**src/tdm_sys_consts.vh**
```
// Purpose: shared constants of the per-transceiver system-side serial interface
// Assumes: 32-bit register words at byte addresses, 10 MHz core clock
// Notes: the behaviour list below is kept in step with the tags in the code
//
// Behaviour
// transmit data sampled on falling line clock, or falling system clock with elastic store on.
// outside party supplies an 8.192MHz transmit system clock when transmit elastic store is on.
// transmit system sync used only with elastic store on; its pulse starts a frame.
// outside party holds transmit system sync low when the elastic store is unused.
// line transmit clock is 1.544 or 2.048MHz and clocks the transmit formatter; with elastic store on the code clocks it from the system clock.
// channel block output follows a programmed per-channel mask, timed by the selected clock.
// channel clock pulses high during each channel LSB, timed by the selected clock.
// channel clock can instead give a gated bit clock for fractional channels.
// transmit sync pin is bidirectional; input sets boundary, output gives frame or multiframe pulse.
// in T1 frame-pulse mode a control bit selects double-wide pulses on signaling frames.
// signaling input sampled like serial data and inserted into the outgoing stream.
// mapper serial output launches each bit on the rising mapper transmit clock.
// mapper byte sync pulse marks the first channel 1 slot of the interleaved stream.
// in X.86 mode the mapper also takes its byte alignment from the byte sync input; the code realigns only the bit count there.
// receive serial data changes on rising receive system clock with receive elastic store on.
// outside logic joins the four receive serial outputs into the mapper receive input.
// outside party supplies an 8.192MHz receive system clock when receive elastic store is on.
// outside logic joins the four receive system clocks onto the mapper receive clock.
// separate settings enable transmit and receive elastic stores and pick each side's clock.
`ifndef TDM_SYS_CONSTS_VH
`define TDM_SYS_CONSTS_VH

// register byte addresses
`define ADDR_CTRL 8'h00
`define ADDR_BLOCK 8'h04
`define ADDR_FRAC 8'h08
`define ADDR_STATUS 8'h0C
`define ADDR_TXBYTE 8'h10

// control register fields
`define CTRL_TX_ES 0
`define CTRL_RX_ES 1
`define CTRL_E1 2
`define CTRL_GATED 3
`define CTRL_SYNC_OUT 4
`define CTRL_SYNC_MF 5
`define CTRL_DOUBLE_WIDE 6
`define CTRL_SIG_EN 7
`define CTRL_X86 8
`define CTRL_SLOT_LO 9
`define CTRL_SLOT_HI 10
`define CTRL_WIDTH 11
`define CTRL_RESET 11'h000
`define MASK_RESET 32'h0000_0000

// status register fields
`define STAT_UNDERRUN 0

// frame and mapper timing, in bits, frames, channels and bytes
`define T1_FRAME_LAST 9'h0C0
`define E1_FRAME_LAST 9'h0FF
`define T1_MF_LAST 4'hB
`define E1_MF_LAST 4'hF
`define T1_SIG_FRAME_A 4'h5
`define T1_SIG_FRAME_B 4'hB
`define E1_SIG_CHANNEL 5'h10
`define MAP_BYTE_LAST 10'h3FF
`define RX_IDLE_BYTE 8'hFF

`endif

```
**src/edge_sync.v**
```verilog
// Purpose: two-stage synchroniser with edge detection for a group of pins
// Assumes: inputs are asynchronous to clk and slower than half its rate
// Notes: stage one feeds only stage two
`timescale 1ns/1ns
module edge_sync #(
  parameter W = 1
) (
  // clock and reset
  input wire clk,
  input wire rst,
  // pins
  input wire [W-1:0] pin,
  // synchronised level and edges
  output wire [W-1:0] level,
  output wire [W-1:0] rise,
  output wire [W-1:0] fall
);
  genvar i;
  generate
    for (i = 0; i < W; i = i + 1)
    begin : g_bit
      reg meta_r;
      reg sync_r;
      reg prev_r;
      always @(posedge clk or posedge rst)
      begin
        if (rst)
        begin
          meta_r <= 1'b0;
          sync_r <= 1'b0;
          prev_r <= 1'b0;
        end
        else
        begin
          meta_r <= pin[i];
          sync_r <= meta_r;
          prev_r <= sync_r;
        end
      end
      assign level[i] = sync_r;
      assign rise[i] = sync_r & ~prev_r;
      assign fall[i] = ~sync_r & prev_r;
    end
  endgenerate
endmodule // edge_sync

```
**src/byte_buffer2.v**
```verilog
// Purpose: two-entry byte buffer with valid and ready on both sides
// Assumes: single clock domain
// Notes: in_ready comes from a flop
`timescale 1ns/1ns
module byte_buffer2 (
  // clock and reset
  input wire clk,
  input wire rst,
  // fill side
  input wire in_valid,
  output wire in_ready,
  input wire [7:0] in_data,
  // drain side
  output wire out_valid,
  input wire out_ready,
  output wire [7:0] out_data
);
  reg [7:0] mem_r [0:1];
  reg rd_ptr_r;
  reg wr_ptr_r;
  reg [1:0] count_r;
  reg not_full_r;
  wire push;
  wire pop;
  wire [1:0] count_nxt;

  assign push = in_valid & not_full_r;
  assign pop = out_ready & (count_r != 2'h0);
  assign count_nxt = (push & ~pop) ? count_r + 2'h1 : ((pop & ~push) ? count_r - 2'h1 : count_r);
  assign in_ready = not_full_r;
  assign out_valid = (count_r != 2'h0);
  assign out_data = mem_r[rd_ptr_r];

  always @(posedge clk)
  begin
    if (push)
      mem_r[wr_ptr_r] <= in_data;
  end

  always @(posedge clk or posedge rst)
  begin
    if (rst)
    begin
      rd_ptr_r <= 1'b0;
      wr_ptr_r <= 1'b0;
      count_r <= 2'h0;
      not_full_r <= 1'b1;
    end
    else
    begin
      if (push)
        wr_ptr_r <= ~wr_ptr_r;
      if (pop)
        rd_ptr_r <= ~rd_ptr_r;
      count_r <= count_nxt;
      not_full_r <= (count_nxt != 2'h2);
    end
  end
endmodule // byte_buffer2

```
**src/tdm_system_side_interface.v**
```verilog
// Purpose: system-side serial interface of one framer transceiver and the mapper transmit port
// Assumes: all serial clocks are sampled by clk and run below a quarter of its rate
// Notes: serial outputs change at the detected clock edge, about three clk cycles after the pin edge
`timescale 1ns/1ns
`include "tdm_sys_consts.vh"
module tdm_system_side_interface (
  // clock and reset
  input wire clk,
  input wire rst,
  // register port
  input wire [7:0] reg_addr,
  input wire [31:0] reg_wdata,
  input wire reg_wr,
  input wire reg_rd,
  output reg [31:0] reg_rdata,
  // transmit framer pins
  input wire tx_line_clock,
  input wire tx_system_clock,
  input wire tx_serial_in,
  input wire tx_signaling_in,
  input wire tx_system_sync,
  output reg tx_channel_block,
  output reg tx_channel_clock,
  // transmit sync two-way pin
  input wire tx_frame_sync_in,
  output reg tx_frame_sync_out,
  output reg tx_frame_sync_oe,
  // mapper transmit pins
  input wire mapper_tx_clock,
  input wire mapper_tx_byte_sync,
  output reg mapper_tx_serial_out,
  // receive framer pins
  input wire rx_system_clock,
  output reg rx_serial_out,
  // receive byte source
  input wire rx_byte_valid,
  output wire rx_byte_ready,
  input wire [7:0] rx_byte_data
);
  localparam S_LCLK = 0;
  localparam S_SYSCLK = 1;
  localparam S_MAPCLK = 2;
  localparam S_RXCLK = 3;
  localparam S_SER = 4;
  localparam S_SIG = 5;
  localparam S_SSYNC = 6;
  localparam S_FSYNC = 7;
  localparam S_BSYNC = 8;

  wire [8:0] s_lvl;
  wire [8:0] s_rise;
  wire [8:0] s_fall;

  edge_sync #(.W(9)) u_sync (
    .clk(clk),
    .rst(rst),
    .pin({mapper_tx_byte_sync, tx_frame_sync_in, tx_system_sync, tx_signaling_in, tx_serial_in,
          rx_system_clock, mapper_tx_clock, tx_system_clock, tx_line_clock}),
    .level(s_lvl),
    .rise(s_rise),
    .fall(s_fall)
  );

  // configuration
  reg [`CTRL_WIDTH-1:0] ctrl_r;
  reg [31:0] block_mask_r;
  reg [31:0] frac_mask_r;
  reg underrun_r;
  wire tx_es = ctrl_r[`CTRL_TX_ES];
  wire rx_es = ctrl_r[`CTRL_RX_ES];
  wire e1 = ctrl_r[`CTRL_E1];
  wire gated = ctrl_r[`CTRL_GATED];
  wire sync_out = ctrl_r[`CTRL_SYNC_OUT];
  wire sync_mf = ctrl_r[`CTRL_SYNC_MF];
  wire double_wide_sync_select = ctrl_r[`CTRL_DOUBLE_WIDE];
  wire sig_en = ctrl_r[`CTRL_SIG_EN];
  wire x86 = ctrl_r[`CTRL_X86];
  wire [1:0] slot = ctrl_r[`CTRL_SLOT_HI:`CTRL_SLOT_LO];

  // transmit timing source
  wire tx_clk_lvl = tx_es ? s_lvl[S_SYSCLK] : s_lvl[S_LCLK];
  wire tx_rise = tx_es ? s_rise[S_SYSCLK] : s_rise[S_LCLK];
  wire tx_fall = tx_es ? s_fall[S_SYSCLK] : s_fall[S_LCLK];

  // transmit frame position
  reg [8:0] pos_r;
  reg [3:0] frame_r;
  reg sync_pend_r;
  wire [8:0] ch_pos = e1 ? pos_r : pos_r - 9'h001;
  wire fbit = ~e1 & (pos_r == 9'h000);
  wire [4:0] chan = ch_pos[7:3];
  wire lsb = (ch_pos[2:0] == 3'h7) & ~fbit;
  wire [8:0] frame_last = e1 ? `E1_FRAME_LAST : `T1_FRAME_LAST;
  wire [3:0] mf_last = e1 ? `E1_MF_LAST : `T1_MF_LAST;
  wire sig_frame = (frame_r == `T1_SIG_FRAME_A) | (frame_r == `T1_SIG_FRAME_B);
  // an input pulse only counts from the pin that is in input mode for the current setting
  wire ssync_hit = tx_es & s_rise[S_SSYNC];
  wire fsync_hit = ~sync_out & s_rise[S_FSYNC];
  wire sync_hit = ssync_hit | fsync_hit;

  always @(posedge clk or posedge rst)
  begin
    if (rst)
    begin
      pos_r <= 9'h000;
      frame_r <= 4'h0;
      sync_pend_r <= 1'b0;
    end
    else
    begin
      sync_pend_r <= sync_hit | (sync_pend_r & ~tx_rise);
      if (tx_rise)
      begin
        if (sync_pend_r | sync_hit)
        begin
          pos_r <= 9'h000;
          if (sync_mf)
            frame_r <= 4'h0;
        end
        else if (pos_r >= frame_last)
        begin
          pos_r <= 9'h000;
          frame_r <= (frame_r >= mf_last) ? 4'h0 : frame_r + 4'h1;
        end
        else
          pos_r <= pos_r + 9'h001;
      end
    end
  end

  // transmit serial capture
  reg [7:0] shift_r;
  reg [7:0] tx_byte_r;
  wire sig_slot = e1 ? (chan == `E1_SIG_CHANNEL) : (sig_frame & lsb);
  wire tx_bit = (sig_en & sig_slot) ? s_lvl[S_SIG] : s_lvl[S_SER];
  wire [7:0] shift_nxt = {shift_r[6:0], tx_bit};

  always @(posedge clk or posedge rst)
  begin
    if (rst)
    begin
      shift_r <= 8'h00;
      tx_byte_r <= 8'h00;
    end
    else if (tx_fall & ~fbit)
    begin
      shift_r <= shift_nxt;
      if (lsb)
        tx_byte_r <= shift_nxt;
    end
  end

  // transmit framer outputs
  reg frac_on_r;
  wire fs_frame = (pos_r == 9'h000) | (double_wide_sync_select & ~e1 & sig_frame & (pos_r == 9'h001));
  wire fs_pulse = sync_mf ? ((frame_r == 4'h0) & (pos_r == 9'h000)) : fs_frame;

  always @(posedge clk or posedge rst)
  begin
    if (rst)
    begin
      tx_channel_block <= 1'b0;
      tx_channel_clock <= 1'b0;
      tx_frame_sync_out <= 1'b0;
      tx_frame_sync_oe <= 1'b0;
      frac_on_r <= 1'b0;
    end
    else
    begin
      tx_frame_sync_oe <= sync_out;
      if (tx_rise)
      begin
        tx_channel_block <= ~fbit & block_mask_r[chan];
        frac_on_r <= ~fbit & frac_mask_r[chan];
        tx_frame_sync_out <= sync_out & fs_pulse;
      end
      if (gated)
        tx_channel_clock <= frac_on_r & tx_clk_lvl;
      else if (tx_rise)
        tx_channel_clock <= lsb;
    end
  end

  // mapper transmit serializer
  reg [2:0] map_bit_r;
  reg [9:0] map_byte_r;
  reg [7:0] map_shift_r;
  reg map_sync_pend_r;
  wire map_rise = s_rise[S_MAPCLK];
  wire map_sync = map_sync_pend_r | s_rise[S_BSYNC];
  wire map_mine = (map_byte_r[1:0] == slot);
  // at a sync the slot is channel 1 unless the byte count keeps running
  wire map_first_mine = x86 ? map_mine : (slot == 2'h0);

  always @(posedge clk or posedge rst)
  begin
    if (rst)
    begin
      map_bit_r <= 3'h0;
      map_byte_r <= 10'h000;
      map_shift_r <= 8'h00;
      map_sync_pend_r <= 1'b0;
      mapper_tx_serial_out <= 1'b0;
    end
    else
    begin
      map_sync_pend_r <= s_rise[S_BSYNC] | (map_sync_pend_r & ~map_rise);
      if (map_rise)
      begin
        if (map_sync)
        begin
          map_bit_r <= 3'h1;
          if (~x86)
            map_byte_r <= 10'h000;
          map_shift_r <= {(map_first_mine ? tx_byte_r[6:0] : 7'h00), 1'b0};
          mapper_tx_serial_out <= map_first_mine & tx_byte_r[7];
        end
        else
        begin
          map_bit_r <= map_bit_r + 3'h1;
          if (map_bit_r == 3'h7)
            map_byte_r <= (map_byte_r == `MAP_BYTE_LAST) ? 10'h000 : map_byte_r + 10'h001;
          if (map_bit_r == 3'h0)
          begin
            map_shift_r <= {(map_mine ? tx_byte_r[6:0] : 7'h00), 1'b0};
            mapper_tx_serial_out <= map_mine & tx_byte_r[7];
          end
          else
          begin
            map_shift_r <= {map_shift_r[6:0], 1'b0};
            mapper_tx_serial_out <= map_shift_r[7];
          end
        end
      end
    end
  end

  // receive serializer fed from the two-entry buffer
  reg [2:0] rx_bit_r;
  reg [7:0] rx_shift_r;
  wire buf_valid;
  wire [7:0] buf_data;
  wire rx_tick = rx_es ? s_rise[S_RXCLK] : s_rise[S_LCLK];
  wire rx_load = rx_tick & (rx_bit_r == 3'h0);
  wire rx_pop = rx_load & buf_valid;
  wire underrun_set = rx_load & ~buf_valid;

  byte_buffer2 u_rx_buf (
    .clk(clk),
    .rst(rst),
    .in_valid(rx_byte_valid),
    .in_ready(rx_byte_ready),
    .in_data(rx_byte_data),
    .out_valid(buf_valid),
    .out_ready(rx_pop),
    .out_data(buf_data)
  );

  always @(posedge clk or posedge rst)
  begin
    if (rst)
    begin
      rx_bit_r <= 3'h0;
      rx_shift_r <= 8'h00;
      rx_serial_out <= 1'b1;
    end
    else if (rx_tick)
    begin
      rx_bit_r <= rx_bit_r + 3'h1;
      if (rx_bit_r == 3'h0)
      begin
        rx_shift_r <= buf_valid ? {buf_data[6:0], 1'b0} : `RX_IDLE_BYTE;
        rx_serial_out <= buf_valid ? buf_data[7] : 1'b1;
      end
      else
      begin
        rx_shift_r <= {rx_shift_r[6:0], 1'b0};
        rx_serial_out <= rx_shift_r[7];
      end
    end
  end

  // register port
  wire wr_ctrl = reg_wr & (reg_addr == `ADDR_CTRL);
  wire wr_status = reg_wr & (reg_addr == `ADDR_STATUS);

  always @(posedge clk or posedge rst)
  begin
    if (rst)
    begin
      ctrl_r <= `CTRL_RESET;
      block_mask_r <= `MASK_RESET;
      frac_mask_r <= `MASK_RESET;
      underrun_r <= 1'b0;
    end
    else
    begin
      if (wr_ctrl)
        ctrl_r <= reg_wdata[`CTRL_WIDTH-1:0];
      if (reg_wr & (reg_addr == `ADDR_BLOCK))
        block_mask_r <= reg_wdata;
      if (reg_wr & (reg_addr == `ADDR_FRAC))
        frac_mask_r <= reg_wdata;
      // a new underrun wins over a clear in the same cycle
      if (underrun_set)
        underrun_r <= 1'b1;
      else if (wr_status & reg_wdata[`STAT_UNDERRUN])
        underrun_r <= 1'b0;
    end
  end

  always @(posedge clk or posedge rst)
  begin
    if (rst)
      reg_rdata <= 32'h0000_0000;
    else if (reg_rd)
    begin
      case (reg_addr)
        `ADDR_CTRL: reg_rdata <= {21'h000000, ctrl_r};
        `ADDR_BLOCK: reg_rdata <= block_mask_r;
        `ADDR_FRAC: reg_rdata <= frac_mask_r;
        `ADDR_STATUS: reg_rdata <= {3'h0, pos_r, frame_r, 3'h0, chan, 7'h00, underrun_r};
        `ADDR_TXBYTE: reg_rdata <= {24'h000000, tx_byte_r};
        default: reg_rdata <= 32'h0000_0000;
      endcase
    end
    else
      reg_rdata <= 32'h0000_0000;
  end
endmodule // tdm_system_side_interface

```
**config.mk**
```make
export PLATFORM = sky130hd
export DESIGN_NAME = tdm_system_side_interface
export DESIGN_NICKNAME = d
export VERILOG_FILES = /design/src/edge_sync.v /design/src/byte_buffer2.v /design/src/tdm_system_side_interface.v
export VERILOG_INCLUDE_DIRS = /design/src /design/src/src
export SDC_FILE = /design/constraint.sdc
export NUM_CORES = 1
export LEC_CHECK = 0
export BUFFER_PORTS_ARGS = -buffer_cell sky130_fd_sc_hd__buf_2
export CAP_MARGIN = 0
export CORE_AREA = 2 2 155 157
export DETAILED_ROUTE_END_ITERATION = 10
export DIE_AREA = 0 0 157 159
export REMOVE_ABC_BUFFERS = 1
export SETUP_SLACK_MARGIN = 0.02
export SYNTH_ARGS = -nofsm -noshare
export SYNTH_HDL_FRONTEND = slang
export SYNTH_SLANG_ARGS = --single-unit
```
**constraint.sdc**
```tcl
create_clock -name clk -period 12.5 [get_ports clk]
set_input_delay 1.875 -clock clk [delete_from_list [all_inputs] [get_ports clk]]
set_output_delay 1.875 -clock clk [all_outputs]
set_load 0.02 [all_outputs]
```
Word-level counts from Yosys, hierarchy flattened
Memory sizes are Yosys's and may differ from the RTL's.
Index checks and enable logic that the tools add are counted.

operators by class
  add/subtract/negate cells = 8
  magnitude comparators = 3
  eq/ne operators = 15
  multiplexer cells = 46
  bitwise logic cells = 66
  reduce and logical (&&, ||, !) cells = 14

operator list
  kind                   count
  $pmux 32 s5            1
  $and 1x1->1            40
  $mux 10                4
  $mux 8                 5
  $mux 32                1
  $mux 1                 20
  $not 1->1              19
  $mux 9                 2
  $eq 8x4->1 const B     2
  $mux 4                 4
  $mux 7                 2
  $add 10x1->10 const B  1
  $bmux 1 s5             2
  $eq 10x10->1 const B   1
  $reduce_bool 2->1      5
  $add 9x1->9 const B    1
  $eq 9x1->1 const B     1
  $ge 9x8->1             1
  $logic_not 9->1        1
  $eq 8x3->1 const B     1
  $eq 8x5->1 const B     1
  $logic_not 8->1        1
  $sub 8x1->8 const B    1
  $or 1x1->1             7
  other kinds (20)       28

storage, ports and cells
  flip-flop bits (word level) = 207
  bits in writable memories = 16
  bits of input ports = 62
  output and inout bits = 39
  word-level logic and storage cells = 205
  memories kept = 1

memory list
  memory          words  width  rd ports  clocked after memory_dff  wr ports  RTL line           RTL
  u_rx_buf.mem_r  2      8      1         0                         1         byte_buffer2.v:18  reg [7:0] mem_r [0:1];

Logic depth before layout (Yosys ltp)
  depth after elaboration = 10
  gate-level depth with buffers = 10

Hierarchy
Synthesis repeated with hierarchy kept, for this count alone.

second synthesis, totals
  cell total of the unflattened synthesis = 837
  area total of the unflattened synthesis = 10372.4 um^2

modules (own cells, without submodules)
  module                     instances  cells an instance  area an instance (um^2)
  tdm_system_side_interface  1          729                8608.3
  edge_sync                  1          55                 904.6
  byte_buffer2               1          53                 859.6

Worst setup path before layout
No wires, ideal clock.

  kind = input -> register
  from = in reg_addr[3]
  to = reg frac_mask_r[0]
  setup time = 0.125 ns
  arrival = 3.315 ns
  setup slack = 9.060 ns
  stages on the path = 7
  buffers on the path = 3
  cell sequence = nor2b_1 clkbuf_1 and2_1 clkbuf_1 nand2_1 buf_1 mux2_2

on the way
  word-level cells in the longest chain between the ends = 2

ends and longest elaborated chain
  element                 RTL line                         RTL
  start: declaration      tdm_system_side_interface.v:11   input wire [7:0] reg_addr,
  $eq 8x4->1              --
  $and 1x1->1             tdm_system_side_interface.v:302  if (reg_wr & (reg_addr == `ADDR_FRAC))
  end signal: assignment  tdm_system_side_interface.v:293  frac_mask_r <= `MASK_RESET;
  end signal: assignment  tdm_system_side_interface.v:303  frac_mask_r <= reg_wdata;
  end: declaration        tdm_system_side_interface.v:67   reg [31:0] frac_mask_r;

Every way passes these cells.
A chain may end at the register's enable or synchronous reset.

Final worst setup path
  from = in reg_addr[1]
  to = reg block_mask_r[26]

on the way
  word-level cells in the longest chain between the ends = 2

ends and longest elaborated chain
  element                 RTL line                         RTL
  $eq 8x3->1              --
  $and 1x1->1             tdm_system_side_interface.v:300  if (reg_wr & (reg_addr == `ADDR_BLOCK))
  end signal: assignment  tdm_system_side_interface.v:292  block_mask_r <= `MASK_RESET;
  end signal: assignment  tdm_system_side_interface.v:301  block_mask_r <= reg_wdata;
  end: declaration        tdm_system_side_interface.v:66   reg [31:0] block_mask_r;

Every way passes these cells.

==> out/metrics.cfg <==
[status]
status = completed

[timing]
tns_ps = 0
finalSetupViolCount = 0
rsz0062_at_grt = no
finClkSkew_ps = 14.06
min_period_ps = 4070
fmax_ghz = 0.2457
final_max_slew_viol_count = 0
setup_slack_ps = 8430
worst-slew-pin-transition_ps = 1123
post-route-period-util = 0.3256
slew_headroom = 0.2445
hold_violations = 0

[finish]
diodes = 0
finish.instance_area_sq_um = 11910
fill_cells = 2087
drive_above_1_share = 0.2889
final_common_cell = dfrtp_1
layout_common_cells = 204 x dfrtp_1, 115 x mux2_2, 100 x buf_2, 70 x nor2_1, 68 x nand2_1
stdcell_count = 1271
area_growth_pct = 15.81
finalNetCount = 1018

[worst_setup_path]
crit_path_start = reg_addr[1]
worstSetupStartpointType = input pin
r2r_cells = 9
cp_data_arrival_time_ps = 4470
crit_type = input pin to flip-flop
cp.required_ps = 12900
end_kind = flip-flop
r2r_slack_ps = 9280
path_max_fanout = 32
r2r-start = pos_r[1]
r2r_end = tx_channel_block

[flow_run]
drv_cap = 0

[logic_synthesis]
avgSynthCellArea_sq_um = 12.16
synth_edf_count = 16
syn_area_sq_um = 10280
synth_seq_area_share = 0.5482
ys_ff_latch = 222
ys_types = 62
yosysWarnings = 0
async_flop_share = 0.9279
postSynthCellCount = 846
synthFlopType = dfrtp_1

[placement]
dp_slack_ps = 7932
port_buffers = 100
gp_congestion = 0.8191
dp.cells = 1227
dpl_cell_area_sq_um = 11050
hpwl_um = 16270

[floorplanning]
design.core.area_sq_um = 23190
ios = 101
start_util = 0.4435
dieArea_sq_um = 24960
rows = 56
die_w_um = 157
dieHeight_um = 159

[worst_hold_path]
hold_depth = 0
min_from = u_sync.g_bit[5].meta_r
worstHoldEndpoint = u_sync.g_bit[5].sync_r
hold_class = flip-flop to flip-flop

[route]
route.detailed.drc = 0
vias = 6959
avgRoutedWirePerCell_um = 18.62
final_antenna_net_count = 0
first_pass_iters = 6
drt-total-wl_um = 23670
via_per_inst = 5.475
drtIter0Drc = 433

[cts]
cts_tree = done
cts-resized-gates = 0
ctsLongestPathBuffers = 3
cts_buffers = 25
root_buffer = clkbuf_16
clock_latency_ps = 530
clk_pin_slew_worst_paths_ps = 60
postCtsSetupBuffers = 0
clock-sinks = 222
h-tree-depth = 1
postCtsHoldBufs = 0

[grt]
antenna_found_initial = 0
grt_pass1_vias = 6902
grt_pass1_wl_um = 38320
grt_overflow = 0
grt_max_degree = 137
track_usage = 0.1941

[power]
powerDensity_nw_per_um2 = 164.6
total_power_w = 0.001961
vdd_drop_max_mv = 0.1392
p_leak_nw = 5.616

synthesized netlist by cell type, types with 5 or more instances:
library cell    n  area, sq um
o31ai_1         5        37.54
o22ai_1        14        87.58
dfrtp_1       204         5105
edfxtp_1       16        480.5
mux4_1         11        289.0
o41ai_1         8        70.07
a21oi_1        14        70.07
a222oi_1        7        70.07
a31oi_1         5        31.28
mux2i_1        22        220.2
nor2_1         70        262.8
a221oi_1        5        43.79
o21ai_1         9        45.04
inv_1          19        71.32
o21ai_0        34        170.2
xor2_1          7        61.31
clkbuf_1       29        108.9
nand2_1        68        255.2
a211oi_1        5        37.54
nor3_1         10        50.05
and3_1          6        37.54
mux2_2        115         1295
and2_1          8        50.05
buf_1           8        30.03
nor2b_1         8        50.05
nand3_1        17        85.08
or3_1           6        37.54
ha_1           21        262.8
a22oi_1        21        157.7
nand2b_1       14        87.58
xnor2_1        11        96.34
critical path, cell delays in order:
cell and delay (ps):
buf_2 90, nor3_1 230, nand2_1 140, nor2_1 170
nand2_1 330, nor2_1 860, nand2_1 110, buf_4 320
mux2_2 330
kinds of logic (layout without fill, tap and decap cells):
logic type               after synthesis  in the layout  synth area share
multiplexers                         150            150            0.1787
AO/OA/AOI/OAI                        147            147           0.09635
flip-flops                           222            222            0.5482
AND/OR/NAND/NOR                      221            221            0.1018
XOR/XNOR                              20             20           0.02068
adder cells (fa/ha/maj)               23             23           0.02749
buffers and inverters                 63            169           0.02676
worst max path at each step:
stage	slack, ps	depth (start not counted)	endpoint
finish	8430	9	block_mask_r[26]
global route	8210	9	block_mask_r[19]
CTS	8480	9	block_mask_r[26]
detailed placement	7930	9	block_mask_r[26]
global placement	7970	9	block_mask_r[17]
floorplan	5000	1	block_mask_r[0]
per-stage QoR:
stage	util	hold WS (ps)
3_5_place_dp	0.4763	334.7
3_3_place_gp	0.4763	333.3
5_1_grt	0.5136	363.0
4_1_cts	0.5136	350.0
2_1_floorplan	-	331.2
6_report	0.5136	348.8
routing by layer:
layer,vias up,wire length [um],track usage
met2,167,11320,0.3136
met5,-,0,0
li1,3255,-,-
met1,3508,10970,0.2796
met3,29,972,0.02803
met4,0,410,0.04170
cell type report:
cell class / count / area [sq um] / share of cell area
Timing Repair Buffer: 106 / 545.5 / 0.04580
Clock buffer: 39 / 820.8 / 0.06891
Clock inverter: 5 / 43.79 / 0.003676
Sequential cell: 222 / 5638 / 0.4733
Tap cell: 319 / 399.1 / 0.03351
Multi-Input combinational cell: 561 / 4385 / 0.3682
Inverter: 19 / 78.83 / 0.006618
power breakdown:
part / internal (W) / switching [W]
sequential: 0.000816 / 0.0000699
combinational: 0.000158 / 0.000175
clock: 0.000452 / 0.000290
total: 0.00143 / 0.000535
sequential cells by signal (all words and copies together), names as in the netlist, 7 cells and up:
signal,flops
map_byte_r,10
reg_rdata,32
rx_shift_r,8
u_rx_buf.mem_r,16
frac_mask_r,32
u_sync.g_bit.prev_r,7
map_shift_r,7
block_mask_r,32
u_sync.g_bit.meta_r,9
tx_byte_r,8
pos_r,9
shift_r,7
ctrl_r,11
u_sync.g_bit.sync_r,9
Power figures use the tool's default switching activity.
